### src/verilog/cbtm_pkg.sv
// constants for the command-bus training block
package cbtm_pkg;
    // clock period in picoseconds
    localparam int unsigned CLK_PERIOD_PS = 25000;
    // settling and echo bounds, nanoseconds as printed
    localparam int unsigned VREF_LONG_NS = 250;
    localparam int unsigned VREF_SHORT_NS = 80;
    localparam int unsigned ECHO_READ_DELAY_NS = 20;
    // longest times round down, never below one cycle
    localparam int unsigned VREF_LONG_CYC_RAW = (VREF_LONG_NS * 1000) / CLK_PERIOD_PS;
    localparam int unsigned VREF_SHORT_CYC_RAW = (VREF_SHORT_NS * 1000) / CLK_PERIOD_PS;
    localparam int unsigned ECHO_CYC_RAW = (ECHO_READ_DELAY_NS * 1000) / CLK_PERIOD_PS;
    localparam logic [3:0] VREF_LONG_CYC = 4'(VREF_LONG_CYC_RAW < 1 ? 1 : VREF_LONG_CYC_RAW);
    localparam logic [3:0] VREF_SHORT_CYC = 4'(VREF_SHORT_CYC_RAW < 1 ? 1 : VREF_SHORT_CYC_RAW);
    localparam logic [3:0] ECHO_CYC = 4'(ECHO_CYC_RAW < 1 ? 1 : ECHO_CYC_RAW);
    // field layout of the dq capture byte
    localparam int unsigned REF_VALUE_W = 6;
    localparam int unsigned REF_RANGE_BIT = 6;
    localparam int unsigned CA_W = 6;
    // reset values
    localparam logic [6:0] REF_RESET = 7'h00;
    localparam logic [5:0] ECHO_RESET = 6'h00;
    // mode-state encoding
    typedef enum logic [1:0] {
        CBTM_IDLE = 2'b00,
        CBTM_ARMED = 2'b01,
        CBTM_TRAIN = 2'b10
    } cbtm_state_t;
endpackage

### src/verilog/cbtm_core.sv
// command-bus training mode logic of the memory device
`timescale 1ns/10ps
// Overview of operation
// training armed/disarmed by the two-part write setting or clearing the enable bit
// in training dq[5:0] is the reference value, dq[6] its range
// ca[5:0] sampled on chip select are echoed on dq[13:8]
// clock enable falling while armed switches to the inverse set-point
// clock enable low in training stops command decoding
// controller keeps clock running, select low, max(5ns,5 clocks) after enable low
// after that interval controller may stop or change the clock
// controller holds strobe idle 10 ns before enable falls
// controller waits 250 ns after enable falls before first sample
// controller gives at least two strobe pulses per capture; the bench's single-step test gives one
// each strobe edge overwrites the value, applied within 250 ns
// one-step or static update applies within 80 ns; a static multi-step update here takes the 250 ns wait
// controller gives valid clock around chip select high
// echoed data valid within 20 ns of the sample
// samples spaced by echo delay; otherwise only the last echo is kept
// controller restores frequency and clock before raising enable
// select low for the valid-clock interval before enable rises
// enable rising reverts to the set-point and termination used at entry
// trained values discarded on exit, original reference restored
// no termination if alternate set-point disables it or pad strapped off
// controller should preload the alternate set-point before training
// controller drives strobes 10 ns after enable rises
// controller allows 20 ns after enable edge for termination change
// next command waits max(5 clocks,200 ns), or 250 ns on range change
module cbtm_core (
    // clock and reset
    input wire logic clk_i,
    input wire logic reset_n_i,
    // mode-register side
    input wire logic mrw_pair_i,
    input wire logic mrw_train_en_i,
    input wire logic operating_setpoint_select_i,
    input wire logic [6:0] ca_reference_register_i,
    input wire logic [1:0] command_bus_termination_i,
    input wire logic term_pad_strapped_off_i,
    // command bus
    input wire logic cke_i,
    input wire logic cs_i,
    input wire logic [5:0] ca_i,
    // strobe lane zero and data lanes
    input wire logic strobe_t_i,
    input wire logic [6:0] dq_i,
    // outputs
    output logic [5:0] dq_echo_o,
    output logic dq_echo_oe_o,
    output logic active_setpoint_o,
    output logic term_enable_o,
    output logic decode_enable_o,
    output logic training_o,
    output logic [6:0] command_bus_reference_level_o,
    output logic ref_settled_o
);
    logic rst_s1_q;
    logic rst_n_q;
    cbtm_pkg::cbtm_state_t state_q;
    logic cke_q;
    logic strobe_q;
    logic entry_sp_q;
    logic [6:0] cap_q;
    logic cap_pending_q;
    logic settle_done;
    logic strobe_edge;
    logic one_step;
    logic [5:0] ca_hold_q;

    // reset release through two flops
    always_ff @(posedge clk_i or negedge reset_n_i)
    begin
        if (!reset_n_i)
        begin
            rst_s1_q <= 1'b0;
            rst_n_q <= 1'b0;
        end
        else
        begin
            rst_s1_q <= 1'b1;
            rst_n_q <= rst_s1_q;
        end
    end

    // edge history of enable and strobe
    always_ff @(posedge clk_i or negedge rst_n_q)
    begin
        if (!rst_n_q)
        begin
            cke_q <= 1'b1;
            strobe_q <= 1'b0;
        end
        else
        begin
            cke_q <= cke_i;
            strobe_q <= strobe_t_i;
        end
    end

    // any strobe edge in training captures, the first one included; the host should still pulse twice
    assign strobe_edge = (strobe_t_i != strobe_q);

    // mode sequencing
    always_ff @(posedge clk_i or negedge rst_n_q)
    begin
        if (!rst_n_q)
            state_q <= cbtm_pkg::CBTM_IDLE;
        else
        begin
            case (state_q)
                cbtm_pkg::CBTM_IDLE:
                    if (mrw_pair_i && mrw_train_en_i)
                        state_q <= cbtm_pkg::CBTM_ARMED;
                cbtm_pkg::CBTM_ARMED:
                    if (mrw_pair_i && !mrw_train_en_i)
                        state_q <= cbtm_pkg::CBTM_IDLE;
                    else if (cke_q && !cke_i)
                        state_q <= cbtm_pkg::CBTM_TRAIN;
                cbtm_pkg::CBTM_TRAIN:
                    if (!cke_q && cke_i)
                        state_q <= cbtm_pkg::CBTM_ARMED;
                default:
                    state_q <= cbtm_pkg::CBTM_IDLE;
            endcase
        end
    end

    // set-point in use: inverse at entry, original restored on exit
    always_ff @(posedge clk_i or negedge rst_n_q)
    begin
        if (!rst_n_q)
        begin
            entry_sp_q <= 1'b0;
            active_setpoint_o <= 1'b0;
        end
        else if (state_q == cbtm_pkg::CBTM_ARMED && cke_q && !cke_i)
        begin
            entry_sp_q <= operating_setpoint_select_i;
            active_setpoint_o <= !operating_setpoint_select_i;
        end
        else if (state_q == cbtm_pkg::CBTM_TRAIN)
            active_setpoint_o <= (!cke_q && cke_i) ? entry_sp_q : active_setpoint_o;
        else
            active_setpoint_o <= operating_setpoint_select_i;
    end

    // termination follows the active set-point, never with pad strapped off
    always_ff @(posedge clk_i or negedge rst_n_q)
    begin
        if (!rst_n_q)
            term_enable_o <= 1'b0;
        else
            term_enable_o <= !term_pad_strapped_off_i
                && command_bus_termination_i[active_setpoint_o];
    end

    // decoding off while training with enable low
    always_ff @(posedge clk_i or negedge rst_n_q)
    begin
        if (!rst_n_q)
        begin
            decode_enable_o <= 1'b1;
            training_o <= 1'b0;
        end
        else
        begin
            decode_enable_o <= !(state_q == cbtm_pkg::CBTM_TRAIN || (state_q == cbtm_pkg::CBTM_ARMED
                && cke_q && !cke_i));
            training_o <= (state_q == cbtm_pkg::CBTM_TRAIN);
        end
    end

    // capture dq[6:0] on each strobe edge, later edges overwrite
    always_ff @(posedge clk_i or negedge rst_n_q)
    begin
        if (!rst_n_q)
        begin
            cap_q <= cbtm_pkg::REF_RESET;
            cap_pending_q <= 1'b0;
        end
        else if (state_q == cbtm_pkg::CBTM_TRAIN && strobe_edge)
        begin
            cap_q <= {dq_i[cbtm_pkg::REF_RANGE_BIT], dq_i[cbtm_pkg::REF_VALUE_W-1:0]};
            cap_pending_q <= 1'b1;
        end
        else if (settle_done || state_q != cbtm_pkg::CBTM_TRAIN)
            cap_pending_q <= 1'b0;
    end

    // short settling needs a single step in the same range, and a lone pulse or a static value
    assign one_step = (dq_i[6] == command_bus_reference_level_o[6])
        && ((dq_i[5:0] == command_bus_reference_level_o[5:0] + 6'h01)
        || (dq_i[5:0] + 6'h01 == command_bus_reference_level_o[5:0]))
        && (!cap_pending_q || dq_i[6:0] == cap_q);

    cbtm_settle u_settle (
        .clk_i(clk_i),
        .rst_n_i(rst_n_q),
        .start_i(state_q == cbtm_pkg::CBTM_TRAIN && strobe_edge),
        .short_i(one_step),
        .done_o(settle_done)
    );

    // temporary reference in training; original restored otherwise
    always_ff @(posedge clk_i or negedge rst_n_q)
    begin
        if (!rst_n_q)
        begin
            command_bus_reference_level_o <= cbtm_pkg::REF_RESET;
            ref_settled_o <= 1'b1;
        end
        else if (state_q != cbtm_pkg::CBTM_TRAIN)
        begin
            command_bus_reference_level_o <= ca_reference_register_i;
            ref_settled_o <= 1'b1;
        end
        else if (settle_done && cap_pending_q)
        begin
            command_bus_reference_level_o <= cap_q;
            ref_settled_o <= 1'b1;
        end
        else if (strobe_edge)
            ref_settled_o <= 1'b0;
    end

    // ca sampled on select; newer sample overwrites an older pending one
    always_ff @(posedge clk_i or negedge rst_n_q)
    begin
        if (!rst_n_q)
            ca_hold_q <= cbtm_pkg::ECHO_RESET;
        else if (state_q == cbtm_pkg::CBTM_TRAIN && cs_i)
            ca_hold_q <= ca_i;
    end

    // echo lands on the same edge as the sample, well inside the read bound
    always_ff @(posedge clk_i or negedge rst_n_q)
    begin
        if (!rst_n_q)
        begin
            dq_echo_o <= cbtm_pkg::ECHO_RESET;
            dq_echo_oe_o <= 1'b0;
        end
        else
        begin
            dq_echo_o <= (state_q == cbtm_pkg::CBTM_TRAIN && cs_i) ? ca_i : ca_hold_q;
            dq_echo_oe_o <= (state_q == cbtm_pkg::CBTM_TRAIN) && !(!cke_q && cke_i);
        end
    end
endmodule

### src/verilog/cbtm_settle.sv
// settling timer for a temporary reference update
`timescale 1ns/10ps
module cbtm_settle (
    // clock and reset
    input wire logic clk_i,
    input wire logic rst_n_i,
    // control
    input wire logic start_i,
    input wire logic short_i,
    // status
    output logic done_o
);
    logic [3:0] cnt_q;

    // reload on every capture; a new strobe restarts the wait
    always_ff @(posedge clk_i or negedge rst_n_i)
    begin
        if (!rst_n_i)
            cnt_q <= 4'h0;
        else if (start_i)
            cnt_q <= short_i ? cbtm_pkg::VREF_SHORT_CYC : cbtm_pkg::VREF_LONG_CYC;
        else if (cnt_q != 4'h0)
            cnt_q <= cnt_q - 4'h1;
    end

    // done is high for the one cycle in which the count stands at one;
    // left unregistered so the update lands on the settling bound, not a clock past it
    always_comb
    begin
        done_o = !start_i && (cnt_q == 4'h1);
    end
endmodule
### config.mk
export PLATFORM = sky130hd
export DESIGN_NAME = cbtm_core
export DESIGN_NICKNAME = d
export VERILOG_FILES = /design/src/verilog/cbtm_pkg.sv /design/src/verilog/cbtm_core.sv /design/src/verilog/cbtm_settle.sv
export SDC_FILE = /design/constraint.sdc
export NUM_CORES = 1
export LEC_CHECK = 0
export BUFFER_PORTS_ARGS = -buffer_cell sky130_fd_sc_hd__buf_2
export CORE_UTILIZATION = 45
export CTS_CLUSTER_SIZE = 28
export DETAILED_ROUTE_END_ITERATION = 8
export PLACE_DENSITY = 0.73
export SLEW_MARGIN = 25
export SYNTH_ARGS = -nofsm -noshare
export SYNTH_HDL_FRONTEND = slang
export SYNTH_SLANG_ARGS = --single-unit
### constraint.sdc
create_clock -name clk_i -period 2.1 [get_ports clk_i]
set_input_delay 0.42 -clock clk_i [delete_from_list [all_inputs] [get_ports clk_i]]
set_output_delay 0.42 -clock clk_i [all_outputs]
set_load 0.05 [all_outputs]
### After elaboration in Yosys (flattened, before gate mapping)

Cells that the tools add are included.

| word-level totals | value |
|---|---|
| flip-flop bits (word level) | 38 |
| bits of input ports | 31 |
| output and inout bits | 19 |
| logic and storage cells | 88 |

| cells by class | value |
|---|---|
| add/subtract/negate cells | 3 |
| $lt $le $gt $ge | 1 |
| equal/unequal tests | 13 |
| muxes and demuxes | 20 |
| reduce and logical (&&, ||, !) cells | 34 |

Operators by type and width:

| operator | number |
|---|---|
| $logic_and 1x1->1 | 14 |
| $mux 7 | 2 |
| $add 6x1->6 const B | 2 |
| $eq 6x6->1 | 2 |
| $mux 4 | 3 |
| $mux 1 | 10 |
| $logic_not 1->1 | 9 |
| $mux 2 | 4 |
| $eq 7x7->1 | 1 |
| $pmux 2 s3 | 1 |
| $reduce_bool 2->1 | 3 |
| $eq 4x1->1 const B | 1 |
| $logic_or 1x1->1 | 4 |
| $ne 2x2->1 const B | 2 |
| $reduce_bool 4->1 | 1 |
| $sub 4x1->4 const B | 1 |
| $ne 3x2->1 const B | 1 |
| $ne 3x3->1 const B | 1 |
| $reduce_and 3->1 | 1 |
| $reduce_bool 3->1 | 1 |
| $eq 2x1->1 const B | 1 |
| $eq 2x2->1 const B | 1 |
| $logic_not 2->1 | 1 |
| $lt 1x2->1 const B | 1 |
| other kinds (3) | 3 |

### Depth between registers and ports, before layout

Gate-level depths: netlist of run 1.

| logic depth | value |
|---|---|
| word-level depth | 7 |
| gate-level depth with buffers | 8 |
| depth with buffers taken out | 6 |

### Modules after synthesis

From an unflattened synthesis of run 1, not the netlist that was laid out.

| unflattened totals | value |
|---|---|
| cell total of the unflattened synthesis | 179 |
| area total of the unflattened synthesis | 1,939.4 um^2 |

Modules (own cells, without submodules):

| module | times used | cells an instance | area each (um^2) | sequential area each (um^2) |
|---|---|---|---|---|
| cbtm_core | 1 | 156 | 1,706.6 | 854.6 |
| cbtm_settle | 1 | 23 | 232.7 | 100.1 |

### Worst setup path before layout of run 1

No wires, ideal clock.

| path | value |
|---|---|
| kind | register -> register |
| from | register command_bus_reference_level_o[0] |
| to | register u_settle.cnt_q[3] |
| library setup time | 126 ps |
| arrival time | 1,731 ps |
| data required time | 1,974 ps |
| slack | 243 ps |
| stages on the path, launching flop included | 7 |
| buffers on the path | 0 |
| clock period less this slack | 1,857 ps |
| path through | dfrtp_1 ha_1 and2_1 o21ai_0 a31oi_1 o32a_1 a2bb2oi_1 |

| between the ends | value |
|---|---|
| cells in the longest elaborated chain, start to end | 7 |
| elaborated cells between the ends (all ways) | 8 |
| classes of those cells | 1 x add/sub; 2 x eq/ne; 2 x mux; 3 x reduce/logical |

RTL lines:

| element | RTL line | text |
|---|---|---|
| from (decl) | cbtm_core.sv:53 | `output logic [6:0] command_bus_reference_level_o,` |
| from (signal assigned) | cbtm_core.sv:208 | `command_bus_reference_level_o <= cbtm_pkg::REF_RESET;` |
| from (signal assigned) | cbtm_core.sv:213 | `command_bus_reference_level_o <= ca_reference_register_i;` |
| from (signal assigned) | cbtm_core.sv:218 | `command_bus_reference_level_o <= cap_q;` |
| $add 6x1->6 | cbtm_core.sv:191 | `&& ((dq_i[5:0] == command_bus_reference_level_o[5:0] + 6'h01)` |
| $eq 6x6->1 | cbtm_core.sv:191 |  |
| $logic_or 1x1->1 * | cbtm_core.sv:192 | `\|\| (dq_i[5:0] + 6'h01 == command_bus_reference_level_o[5:0]))` |
| $logic_and 1x1->1 * | cbtm_core.sv:191 |  |
| $logic_and 1x1->1 * | cbtm_core.sv:193 | `&& (!cap_pending_q \|\| dq_i[6:0] == cap_q);` |
| $mux 4 * | cbtm_settle.sv:21 | `cnt_q <= short_i ? cbtm_pkg::VREF_SHORT_CYC : cbtm_pkg::VREF_LONG_CYC;` |
| $mux 4 * | cbtm_settle.sv:20 | `else if (start_i)` |
| to (signal assigned) | cbtm_settle.sv:21 |  |
| to (signal assigned) | cbtm_settle.sv:23 | `cnt_q <= cnt_q - 4'h1;` |
| to (decl) | cbtm_settle.sv:13 | `logic [3:0] cnt_q;` |

Mark *: on every way between the ends. The rest lies on a longest branch, timed or not.
A chain may end at the register's enable or synchronous reset.

### Worst setup path after layout of run 1

Same ends and word-level chain as after synthesis.

==> out/summary.txt, run 1 <==
========================================================================================
Outcome ................................................................... finished, final reports clean
I/O pin count .............................................................           50
Upper clock frequency limit ...............................................    0.567 GHz
Area overhead of the layout relative to synthesis .........................        21.3%
Number of library cell types mapped by synthesis ..........................           43
Yosys warnings ............................................................            0
# Max-Cap Violations ......................................................            0
Pins over their slew limit ................................................            0
Cell count after synthesis ................................................          198
Number of failing hold endpoints at the final stage .......................            0
Post-detailed-placement cell area ......................................... 0.00231 mm^2
GRT overflow ..............................................................            0
Clock tree from TritonCTS .................................................        built
Portion of total power attributed to the clock network ....................        16.5%
Total wire length .........................................................      4060 um
Element type at the critical path end .....................................         flop
Mean Syn Cell Area ........................................................    10.0 um^2
Top fanout value on the critical path .....................................            6
Worst-margin pin slew .....................................................     0.677 ns
Clock tree root driver cell ...............................................     clkbuf_8
Required time of the critical path ........................................      2.31 ns
Count of vias placed by the detailed router ...............................         1570
Area of the die ........................................................... 0.00469 mm^2
Period utilisation layout .................................................        84.0%
Final #Nets ...............................................................          290
PnR worst setup slack .....................................................     0.337 ns
Number of synthesized register bits .......................................           38
Number of fillers in the final layout .....................................          375
Critical path class ....................................................... flop to flop
Cell internal pwr .........................................................      1.74 mW
Headroom to the max-slew limit ............................................        54.9%
Sum Neg Setup Slack .......................................................         0 ns
RSZ-0062 raised after global routing ......................................        false
Detailed-route wire length per cell .......................................      13.3 um
Die boundary width ........................................................      68.5 um
Logic gate share of total power ...........................................        44.1%
Power density over cell area .............................................. 1300 mW/mm^2
Mapped Area ............................................................... 0.00199 mm^2
Overall power of the completed layout .....................................      3.14 mW
Static leakage ............................................................      1.21 nW
Share of final-layout standard cells stronger than drive strength 1 .......        27.5%
Die span in y .............................................................      68.5 um
Share of synthesized area occupied by flip-flops and latches ..............        48.0%
Net load switching power ..................................................      1.40 mW
Synth Flop Type ...........................................................      dfrtp_1
Setup slack at placement ..................................................     0.322 ns
Clock latency on the worst-skew pair ......................................      0.29 ns
IR Drop Worst-Case VDD ....................................................     0.606 mV
Total clock sinks .........................................................           38
Mean number of vias per cell ..............................................         5.15
Type of the worst min-delay path .......................................... input pin to flop
Max H-tree Level ..........................................................            2
Number of synthesized flops with an enable pin ............................            0
Switching Share ...........................................................        44.6%
Share of synthesized registers carrying an async set or reset .............         100%
Count of buffers added by post-CTS timing repair for setup ................            0
Final-report setup violation count ........................................            0
Largest net degree at the start of global routing .........................           22
Antenna viol nets, final ..................................................            0
Proportion of power drawn by flip-flops and latches .......................        39.4%
Row count .................................................................           23
Total nets after synthesis ................................................          234
Reg clk slew, reported paths ..............................................      0.07 ns
Antenna diode count .......................................................            0
Number of antenna violations at the first check in global routing .........            0
Arrival time reported for the critical path endpoint ......................      1.98 ns
I/O Buffers ...............................................................           49
Residual DRC ..............................................................            0
GRT Total Usage ...........................................................        20.5%
Starting Density ..........................................................        48.3%
First-pass iteration count of the detailed router .........................            4
Total half-perimeter wirelength after legalization and detailed placement .      3060 um
GPL Wtd Cong ..............................................................        0.928
Floorplan Core Area ....................................................... 0.00412 mm^2
Worst-case clock skew .....................................................   0.00442 ns
Number of DRC violations after detailed-routing iteration 0 ...............          104
Number of buffers inserted during clock tree synthesis ....................            5
Max Root-Sink Buffers .....................................................            2
Startpoint class of the critical path .....................................         flop
Minimum period implied by the final worst setup slack .....................      1.76 ns
Global-route wire length before repair ....................................      6870 um
Vias in the first global route ............................................         1555
Post-route cell area ...................................................... 0.00241 mm^2
========================================================================================
[layer usage]
| metal | share of wire [%] | up-vias | wire length, um | track usage (%) |
|---|---|---|---|---|
| li1 | - | 793 | - | - |
| met1 | 46 | 714 | 1850 | 25.2 |
| met2 | 46 | 52 | 1870 | 33.1 |
| met3 | 5.7 | 11 | 231 | 5.00 |
| met4 | 2.5 | 0 | 101 | 10.9 |
| met5 | 0 | - | 0 | 0 |
[cell usage in the layout (no fill, tap or decap), drive strengths merged, types with 6 or more instances in the layout]
| master | n |
|---|---|
| a21oi | 8 |
| nor2 | 10 |
| mux2i | 10 |
| o21ai | 11 |
| inv | 7 |
| nand2 | 38 |
| mux2 | 7 |
| dfrtp | 35 |
| clkbuf | 6 |
| nand3 | 7 |
| xor2 | 6 |
| xnor2 | 14 |
| buf | 54 |
[sequential cells by signal, summed over array words and instances, names as in the netlist]
register / flops
active_setpoint_o: 1
cap_pending_q: 1
cap_q: 7
cke_q: 1
command_bus_reference_level_o: 7
decode_enable_o: 1
dq_echo_o: 6
dq_echo_oe_o: 1
entry_sp_q: 1
ref_settled_o: 1
rst_n_q: 1
rst_s1_q: 1
state_q: 2
strobe_q: 1
term_enable_o: 1
training_o: 1
u_settle.cnt_q: 4
[synthesized netlist by cell type, types with 2 or more instances]
master / instances / area share, %
nor2_1: 9 / 1.7
dfrtp_1: 35 / 44
xor2_1: 6 / 2.6
mux2_1: 7 / 4.0
o21ai_1: 7 / 1.8
ha_1: 5 / 3.1
buf_2: 2 / 0.50
o22ai_1: 2 / 0.63
xnor2_1: 13 / 5.7
o21ai_0: 4 / 1.0
nor3_1: 4 / 1.0
inv_1: 6 / 1.1
and3_1: 2 / 0.63
dfstp_2: 3 / 4.0
mux2i_1: 10 / 5.0
a21oi_1: 8 / 2.0
a31oi_1: 3 / 0.94
clkbuf_1: 2 / 0.38
nand2_1: 38 / 7.2
nand2b_1: 4 / 1.3
nand3_1: 6 / 1.5
[final timing paths]
| path | end | slack, ns | startpoint | depth (start not counted) |
|---|---|---|---|---|
| worst min register to register | term_enable_o | 0.28 | rst_n_q | 0 |
| max in group asynchronous | command_bus_reference_level_o[1] | 1.27 | rst_n_q | 1 |
| min in group asynchronous | term_enable_o | 0.28 | rst_n_q | 0 |
| worst min-delay path | term_enable_o | 0.27 | term_pad_strapped_off_i | 2 |
| worst max register to register | u_settle.cnt_q[3] | 0.34 | command_bus_reference_level_o[0] | 6 |
| worst max-delay path | u_settle.cnt_q[3] | 0.34 | command_bus_reference_level_o[0] | 6 |
[area by class of cell]
type | count | area (um^2) | share of cell area [%]
Inverter | 7 | 26.3 | 1.09
Sequential cell | 38 | 955 | 39.6
Clock inverter | 2 | 12.5 | 0.519
Multi-Input combinational cell | 147 | 967 | 40.1
Timing Repair Buffer | 55 | 305 | 12.7
Tap cell | 50 | 62.6 | 2.59
Clock buffer | 6 | 82.6 | 3.43
[kinds of logic (layout without fill, tap and decap cells)]
kind of cell	Yosys count	after routing	share of synthesized area (%)
adder cells (fa/ha/maj)	5	5	3.15
AND/OR/NAND/NOR	73	73	17.7
other	1	1	0.189
AO/OA/AOI/OAI	31	31	9.38
buffers and inverters	13	70	3.34
flip-flops	38	38	48.0
XOR/XNOR	20	20	9.19
multiplexers	17	17	9.00
[power groups by stage]
| stage | Sequential (mW) | Clock [mW] | Combinational, mW |
|---|---|---|---|
| after CTS | 1.24 | 0.536 | 1.39 |
| after floorplan | 1.62 | 0 | 0.680 |
| after global routing | 1.28 | 0.575 | 1.52 |
| after global placement | 1.24 | 0 | 1.36 |
| final | 1.24 | 0.519 | 1.38 |
| after detailed placement | 1.25 | 0 | 1.39 |
[critical path: stages (launching register included)]
cell       delay [ns]
dfrtp_1          0.45
ha_1             0.25
and2_1           0.17
a211o_1          0.29
a31oi_1          0.17
o32a_1           0.20
a2bb2oi_1        0.16
[per-stage QoR]
stage	util (%)	std cells	hold WS [ns]
after floorplan	-	198	0.124
after global placement	56.0	296	0.207
after detailed placement	56.0	296	0.208
after CTS	58.6	305	0.259
after global routing	58.6	305	0.260
final	58.6	305	0.270
[timing repair]
action | 4_1_cts | 5_1_grt
hold buffers | 1 | 0
resized for setup | 0 | 0
hold endpoints to repair | 2 | 0
Note: power is estimated with default switching activity, not from simulation.
==> run 2: changes to the inputs <==
ABC_AREA = 1   (was unset)
clock period = 1.85 ns   (was 2.1 ns; I/O delays follow)
==> out/summary.txt, run 2 <==
========================================================================================
Outcome ................................................................... complete, but fails checks
Violations in the final reports ........................................... design-rule violations
Clock tree from TritonCTS .................................................        built
Final #Nets ...............................................................          366   +26%
Period utilisation layout .................................................        85.9%   +1.9 points
Largest registers ......................................................... cap_q (7), command_bus_reference_level_o (7), dq_echo_o (6)
Yosys warnings ............................................................            0   unchanged
First-pass iteration count of the detailed router .........................            8   +4
Starting Density ..........................................................        47.8%   -0.48 points
Global-route wire length before repair ....................................      7770 um   +13%
Mapped Area ............................................................... 0.00213 mm^2   +6.9%
Flip-flop and latch area ..................................................     955 um^2   unchanged
Total half-perimeter wirelength after legalization and detailed placement .      3290 um   +7.3%
Number of synthesized register bits .......................................           38   unchanged
GPL Wtd Cong ..............................................................        0.807   -13%
Worst path most repeated cell .............................................      nand2_1
Top Family by Delay on Critical Path ...................................... simple AND/OR/NAND/NOR gates
Sum Neg Setup Slack .......................................................         0 ns   unchanged
Final cell count without fillers ..........................................          383   +26%
Number of synthesized flops with an enable pin ............................            0   unchanged
Mean number of vias per cell ..............................................         4.89   -5.0%
Clock latency on the worst-skew pair ......................................      0.29 ns   about the same
Number of buffers inserted during clock tree synthesis ....................            5   unchanged
Residual DRC ..............................................................            6   +6
Top fanout value on the critical path .....................................            6   unchanged
Share of final-layout standard cells stronger than drive strength 1 .......        25.4%   -2.1 points
Upper clock frequency limit ...............................................    0.630 GHz   +11%
Number of DRC violations after detailed-routing iteration 0 ...............           95   -8.7%
Max Root-Sink Buffers .....................................................            2   unchanged
Total clock sinks .........................................................           38   unchanged
Final core occ ............................................................        58.2%   -0.34 points
Element type at the critical path end .....................................         flop
Row count .................................................................           24   +4.3%
Arrival time reported for the critical path endpoint ......................      1.78 ns   -0.20 ns
Total nets after synthesis ................................................          311   +33%
Slowest Stage Delay on Critical Path ......................................      0.44 ns   about the same
Total area of multi-input combinational cells ............................. 0.00100 mm^2   +3.9%
Cell count after synthesis ................................................          275   +39%
Share of synthesized registers carrying an async set or reset .............         100%   unchanged
Count of buffers added by post-CTS timing repair for setup ................            0   unchanged
Highest-count cells in the layout ignoring fill and taps .................. nand2_1 (101), buf_2 (49), dfrtp_1 (35)
I/O pin count .............................................................           50   unchanged
Area overhead of the layout relative to synthesis .........................        21.8%
RSZ-0062 raised after global routing ......................................        false
Type of the worst min-delay path .......................................... flop to async pin
Overall power of the completed layout .....................................      4.47 mW   +42%
# Max-Cap Violations ......................................................            0   unchanged
Number of antenna violations at the first check in global routing .........            0   unchanged
Area of the die ........................................................... 0.00500 mm^2   +6.7%
Number of fillers in the final layout .....................................          421   +12%
Pins over their slew limit ................................................            0   unchanged
Power density over cell area .............................................. 1730 mW/mm^2   +33%
Cell type with the highest aggregate area in the netlist ..................      dfrtp_1
IR Drop Worst-Case VDD ....................................................     0.998 mV   +65%
Share of synthesized area occupied by flip-flops and latches ..............        44.9%   -3.1 points
Static leakage ............................................................      1.41 nW   +16%
Reg clk slew, reported paths ..............................................      0.07 ns   about the same
I/O Buffers ...............................................................           49   unchanged
Post-route cell area ...................................................... 0.00259 mm^2   +7.4%
Die boundary width ........................................................      70.7 um   +3.3%
Count of vias placed by the detailed router ...............................         1872   +19%
Max H-tree Level ..........................................................            2   unchanged
Clock tree root driver cell ...............................................     clkbuf_8
Largest net degree at the start of global routing .........................           28   +27%
Detailed-route wire length per cell .......................................      11.3 um   -15%
GRT overflow ..............................................................            0   unchanged
Crit path buffers/inverters ...............................................            1   +1
Most common cell after layout, fill and taps aside ........................      nand2_1
Critical path class ....................................................... flop to flop
Dpl cells .................................................................          374   +26%
Floorplan Core Area ....................................................... 0.00444 mm^2   +8.0%
Synth Flop Type ...........................................................      dfrtp_1
Die span in y .............................................................      70.7 um   +3.3%
Required time of the critical path ........................................      2.04 ns   -0.27 ns
Antenna viol nets, final ..................................................            0   unchanged
Most numerous cell in the Yosys netlist ...................................      nand2_1
Minimum period implied by the final worst setup slack .....................      1.59 ns   -0.175 ns
Top area cells in the synthesized netlist ................................. dfrtp_1 (41%), nand2_1 (18%), inv_1 (5.8%), o21ai_0 (4.2%), dfstp_2 (3.7%)
Worst-case clock skew .....................................................   0.00277 ns   -0.00165 ns
Post-detailed-placement cell area ......................................... 0.00244 mm^2   +5.6%
Cell-by-cell listing of the critical path ................................. ha_1 > inv_1 > nand2_1 > nand2_1 > nor2_1 > nand2_1 > nor2_1 > nand3_1 > nand2_1 > nand2_1 > nand2_1 > nand2_1
Number of library cell types mapped by synthesis ..........................           28   -35%
Critical-path top delay cell ..............................................      dfrtp_1
Startpoint class of the critical path .....................................         flop
Antenna diode count .......................................................            0   unchanged
GRT Total Usage ...........................................................        19.6%   -0.91 points
Mean Syn Cell Area ........................................................    7.73 um^2   -23%
Yosys top cell area share .................................................        41.2%   -2.9 points
Final-report setup violation count ........................................            0   unchanged
Top post-synthesis cells by count ......................................... nand2_1 (101), dfrtp_1 (35), inv_1 (33)
Number of failing hold endpoints at the final stage .......................            0   unchanged
Vias in the first global route ............................................         1850   +19%
Total wire length .........................................................      4320 um   +6.5%
========================================================================================
==> run 2: cell types whose count changed in the layout (fill, tap and decap cells not counted), moves of 9 or more <==
cell,delta
mux2i_1,-10
inv_1,+27
nor2_1,+12
xnor2_1,-9
o21ai_0,+14
nand2_1,+63
==> run 2: repair_timing <==
item                                   4_1_cts  5_1_grt
endpoints found under the hold margin        2        0
resized for setup                            0        0
hold buffers                                 1        0
setup endpoints to repair                    0        0
==> run 2: final timing paths <==
check	depth (start not counted)	startpoint	endpoint	slack, ns
worst min register to register	0	rst_n_q	dq_echo_o[3]	0.18
max in group asynchronous	1	rst_n_q	ref_settled_o	1.11
min in group clk_i	1	cke_i	cke_q	0.20
worst min-delay path	0	rst_n_q	dq_echo_o[3]	0.18
worst max-delay path	12	command_bus_reference_level_o[1]	u_settle.cnt_q[3]	0.26
worst max register to register	12	command_bus_reference_level_o[1]	u_settle.cnt_q[3]	0.26
==> run 2: cells by family after synthesis <==
logic type	Yosys count	share of synthesized area (%)
simple gates	143	27.7
buf+inv	40	7.83
flops	38	44.9
compound gates	35	10.4
xor+xnor	7	2.88
mux	6	3.18
fa+ha+maj	5	2.94
other cells	1	0.176
==> run 2: metrics by stage <==
step / setup WS [ns] / hold slack [ns]
4_1_cts: 0.236 / 0.190
5_1_grt: 0.0563 / 0.187
6_report: 0.262 / 0.179
3_5_place_dp: 0.241 / 0.159
3_3_place_gp: 0.240 / 0.156
2_1_floorplan: 0.158 / 0.0744
==> run 2: layer usage <==
metal	vias to the layer above	global-route usage, %	wire length (um)
met3	7	6.55	317
met1	842	23.8	1960
met2	62	33.1	1960
met4	0	6.22	79
met5	-	0	0
li1	961	-	-
==> run 2: report_power, final <==
group          total (mW)  switching [mW]  internal (mW)  leakage, nW
clock               0.864           0.289          0.575       0.0714
sequential           1.45           0.265           1.18        0.458
combinational        2.16            1.49          0.671        0.877
total                4.47            2.05           2.43         1.41
==> run 2: layout make-up <==
cell class / count / area share (%)
Sequential cell: 38 / 36.9
Tap cell: 52 / 2.51
Clock buffer: 6 / 3.19
Multi-Input combinational cell: 197 / 38.8
Timing Repair Buffer: 53 / 11.2
Inverter: 35 / 5.07
Clock inverter: 2 / 2.32
==> run 3: changes to the inputs <==
ABC_AREA = unset   (was 1)
CAP_MARGIN = 20   (was unset)
==> out/summary.txt, run 3 (synthesis results as in run 1) <==
========================================================================================
Period utilisation layout .................................................        92.5%   +6.7 points
Total clock sinks .........................................................           38   unchanged
Reg clk slew, reported paths ..............................................      0.07 ns   about the same
I/O pin count .............................................................           50   unchanged
Hold WS ...................................................................     0.154 ns   -0.0254 ns
Arrival time reported for the critical path endpoint ......................      1.92 ns   +0.14 ns
Antenna viol nets, final ..................................................            0   unchanged
Outcome ................................................................... finished, final reports clean
Number of DRC violations after detailed-routing iteration 0 ...............          140   +47%
Static leakage ............................................................      1.21 nW   -14%
Number of buffers inserted during clock tree synthesis ....................            5   unchanged
Crit path buffers/inverters ...............................................            0   -1
Most common cell after layout, fill and taps aside ........................        buf_2
Number of antenna violations at the first check in global routing .........            0   unchanged
Starting Density ..........................................................        48.3%   +0.48 points
GRT overflow ..............................................................            0   unchanged
Power density over cell area .............................................. 1470 mW/mm^2   -15%
Element type at the critical path end .....................................         flop
Length in cells of the worst reg-to-reg path ..............................            5   -7
Number of gates resized after CTS .........................................            0   unchanged
Count of buffers added by post-CTS timing repair for setup ................            0   unchanged
Total half-perimeter wirelength after legalization and detailed placement .      3130 um   -4.8%
Startpoint class of the critical path .....................................         flop
Critical-path top delay cell ..............................................      dfrtp_1
Worst-case clock skew .....................................................   0.00549 ns   +0.00272 ns
Count of vias placed by the detailed router ...............................         1560   -17%
First-pass iteration count of the detailed router .........................            4   -4
Mean number of vias per cell ..............................................         5.11   +4.6%
Final-report setup violation count ........................................            0   unchanged
Antenna diode count .......................................................            0   unchanged
Global-route wire length before repair ....................................      6500 um   -16%
Vias in the first global route ............................................         1417   -23%
Destination of the worst register-to-register timing path ................. u_settle.cnt_q[0]
Number of failing hold endpoints at the final stage .......................            0   unchanged
Die boundary width ........................................................      68.5 um   -3.2%
GPL Wtd Cong ..............................................................        0.890   +10%
Total wire length .........................................................      4070 um   -5.8%
Largest net degree at the start of global routing .........................           30   +7.1%
Final core occ ............................................................        58.3%   +0.067 points
Crit path depth ...........................................................            5   -7
PnR worst setup slack .....................................................     0.138 ns   -0.123 ns
Number of fillers in the final layout .....................................          363   -14%
Worst setup slack for register-to-register paths ..........................      0.14 ns   -0.12 ns
Final #Nets ...............................................................          290   -21%
Reg2reg start ............................................................. command_bus_reference_level_o[1]
Pins over their slew limit ................................................            0   unchanged
Sum Neg Setup Slack .......................................................         0 ns   unchanged
Post-route cell area ...................................................... 0.00240 mm^2   -7.3%
Setup slack at placement ..................................................     0.102 ns   -0.139 ns
Max H-tree Level ..........................................................            2   unchanged
Required time of the critical path ........................................      2.06 ns   +0.02 ns
Share of final-layout standard cells stronger than drive strength 1 .......        27.5%   +2.1 points
Max Root-Sink Buffers .....................................................            2   unchanged
Row count .................................................................           23   -4.2%
Critical path class ....................................................... flop to flop
I/O Buffers ...............................................................           49   unchanged
RSZ-0062 raised after global routing ......................................        false
Upper clock frequency limit ...............................................    0.584 GHz   -7.2%
Largest registers ......................................................... cap_q (7), command_bus_reference_level_o (7), dq_echo_o (6)
Detailed-route wire length per cell .......................................      13.3 um   +18%
GRT Total Usage ...........................................................        19.8%   +0.19 points
Clock tree root driver cell ...............................................     clkbuf_8
Cell-by-cell listing of the critical path ................................. ha_1 > xnor2_1 > nand3_1 > o32a_1 > o22ai_1
Highest-count cells in the layout ignoring fill and taps .................. buf_2 (49), nand2_1 (38), dfrtp_1 (34)
Hold Buf Count CTS ........................................................            1   unchanged
Floorplan Core Area ....................................................... 0.00412 mm^2   -7.4%
Post-detailed-placement cell area ......................................... 0.00231 mm^2   -5.3%
Top fanout value on the critical path .....................................            6   unchanged
Clock latency on the worst-skew pair ......................................      0.29 ns   about the same
Type of the worst min-delay path .......................................... flop to async pin
Top Family by Delay on Critical Path ...................................... compound AO/OA/AOI/OAI gates
Area overhead of the layout relative to synthesis .........................        20.7%
Die span in y .............................................................      68.5 um   -3.2%
Slowest Stage Delay on Critical Path ......................................      0.46 ns   +0.02 ns
Area of the die ........................................................... 0.00469 mm^2   -6.3%
Residual DRC ..............................................................            0   -6
IR Drop Worst-Case VDD ....................................................     0.707 mV   -29%
# Max-Cap Violations ......................................................            0   unchanged
Clock tree from TritonCTS .................................................        built
Minimum period implied by the final worst setup slack .....................      1.71 ns   +0.123 ns
========================================================================================
==> run 3: changes by cell type in the layout (fill, tap and decap cells not counted), moves of 7 or more <==
cell and change:
nand2_1 -63, inv_1 -27, o21ai_0 -14, nor2_1 -12
mux2i_1 +10, xnor2_1 +9, mux2_1 +7, o21ai_1 +7
==> run 3: final cells by class <==
cell class | instances | area [um^2] | area share (%)
repair buffers | 55 | 305 | 12.7
inverters | 7 | 26.3 | 1.09
clock inverters | 2 | 10.0 | 0.417
well taps | 50 | 62.6 | 2.61
clock buffers | 6 | 72.6 | 3.02
multi-input cells | 147 | 967 | 40.3
flip-flops and latches | 38 | 956 | 39.8
==> run 3: worst max-delay path by stage <==
stage | from | endpoint | slack, ns
global route | command_bus_reference_level_o[1] | u_settle.cnt_q[0] | 0.03
floorplan | command_bus_reference_level_o[1] | u_settle.cnt_q[3] | 0.008
global placement | command_bus_reference_level_o[1] | u_settle.cnt_q[0] | 0.16
CTS | command_bus_reference_level_o[1] | u_settle.cnt_q[0] | 0.11
detailed placement | dq_i[3] | u_settle.cnt_q[3] | 0.10
finish | command_bus_reference_level_o[1] | u_settle.cnt_q[0] | 0.14
==> run 3: worst reg2reg max path, stage by stage (launching register included) <==
cell and delay (ns):
dfrtp_1 0.46, ha_1 0.33, xnor2_1 0.19, nand3_1 0.10, o32a_1 0.37, o22ai_1 0.18
==> run 3: report_power, final <==
| group | internal (mW) | switching, mW |
|---|---|---|
| combinational | 0.544 | 1.04 |
| clock | 0.261 | 0.288 |
| sequential | 1.13 | 0.264 |
==> run 3: routing by layer <==
layer	global-route usage, %	vias to the layer above	wire length, um
met5	0	-	0
met4	8.33	0	69
met3	6.00	7	191
met1	25.0	730	1840
met2	31.4	38	1970
li1	-	785	-
==> run 3: per-stage QoR <==
| stage | instances | total power [mW] |
|---|---|---|
| after CTS | 305 | 3.57 |
| after global placement | 296 | 2.96 |
| after floorplan | 198 | 2.62 |
| final | 305 | 3.53 |
| after global routing | 305 | 3.78 |
| after detailed placement | 296 | 3.01 |
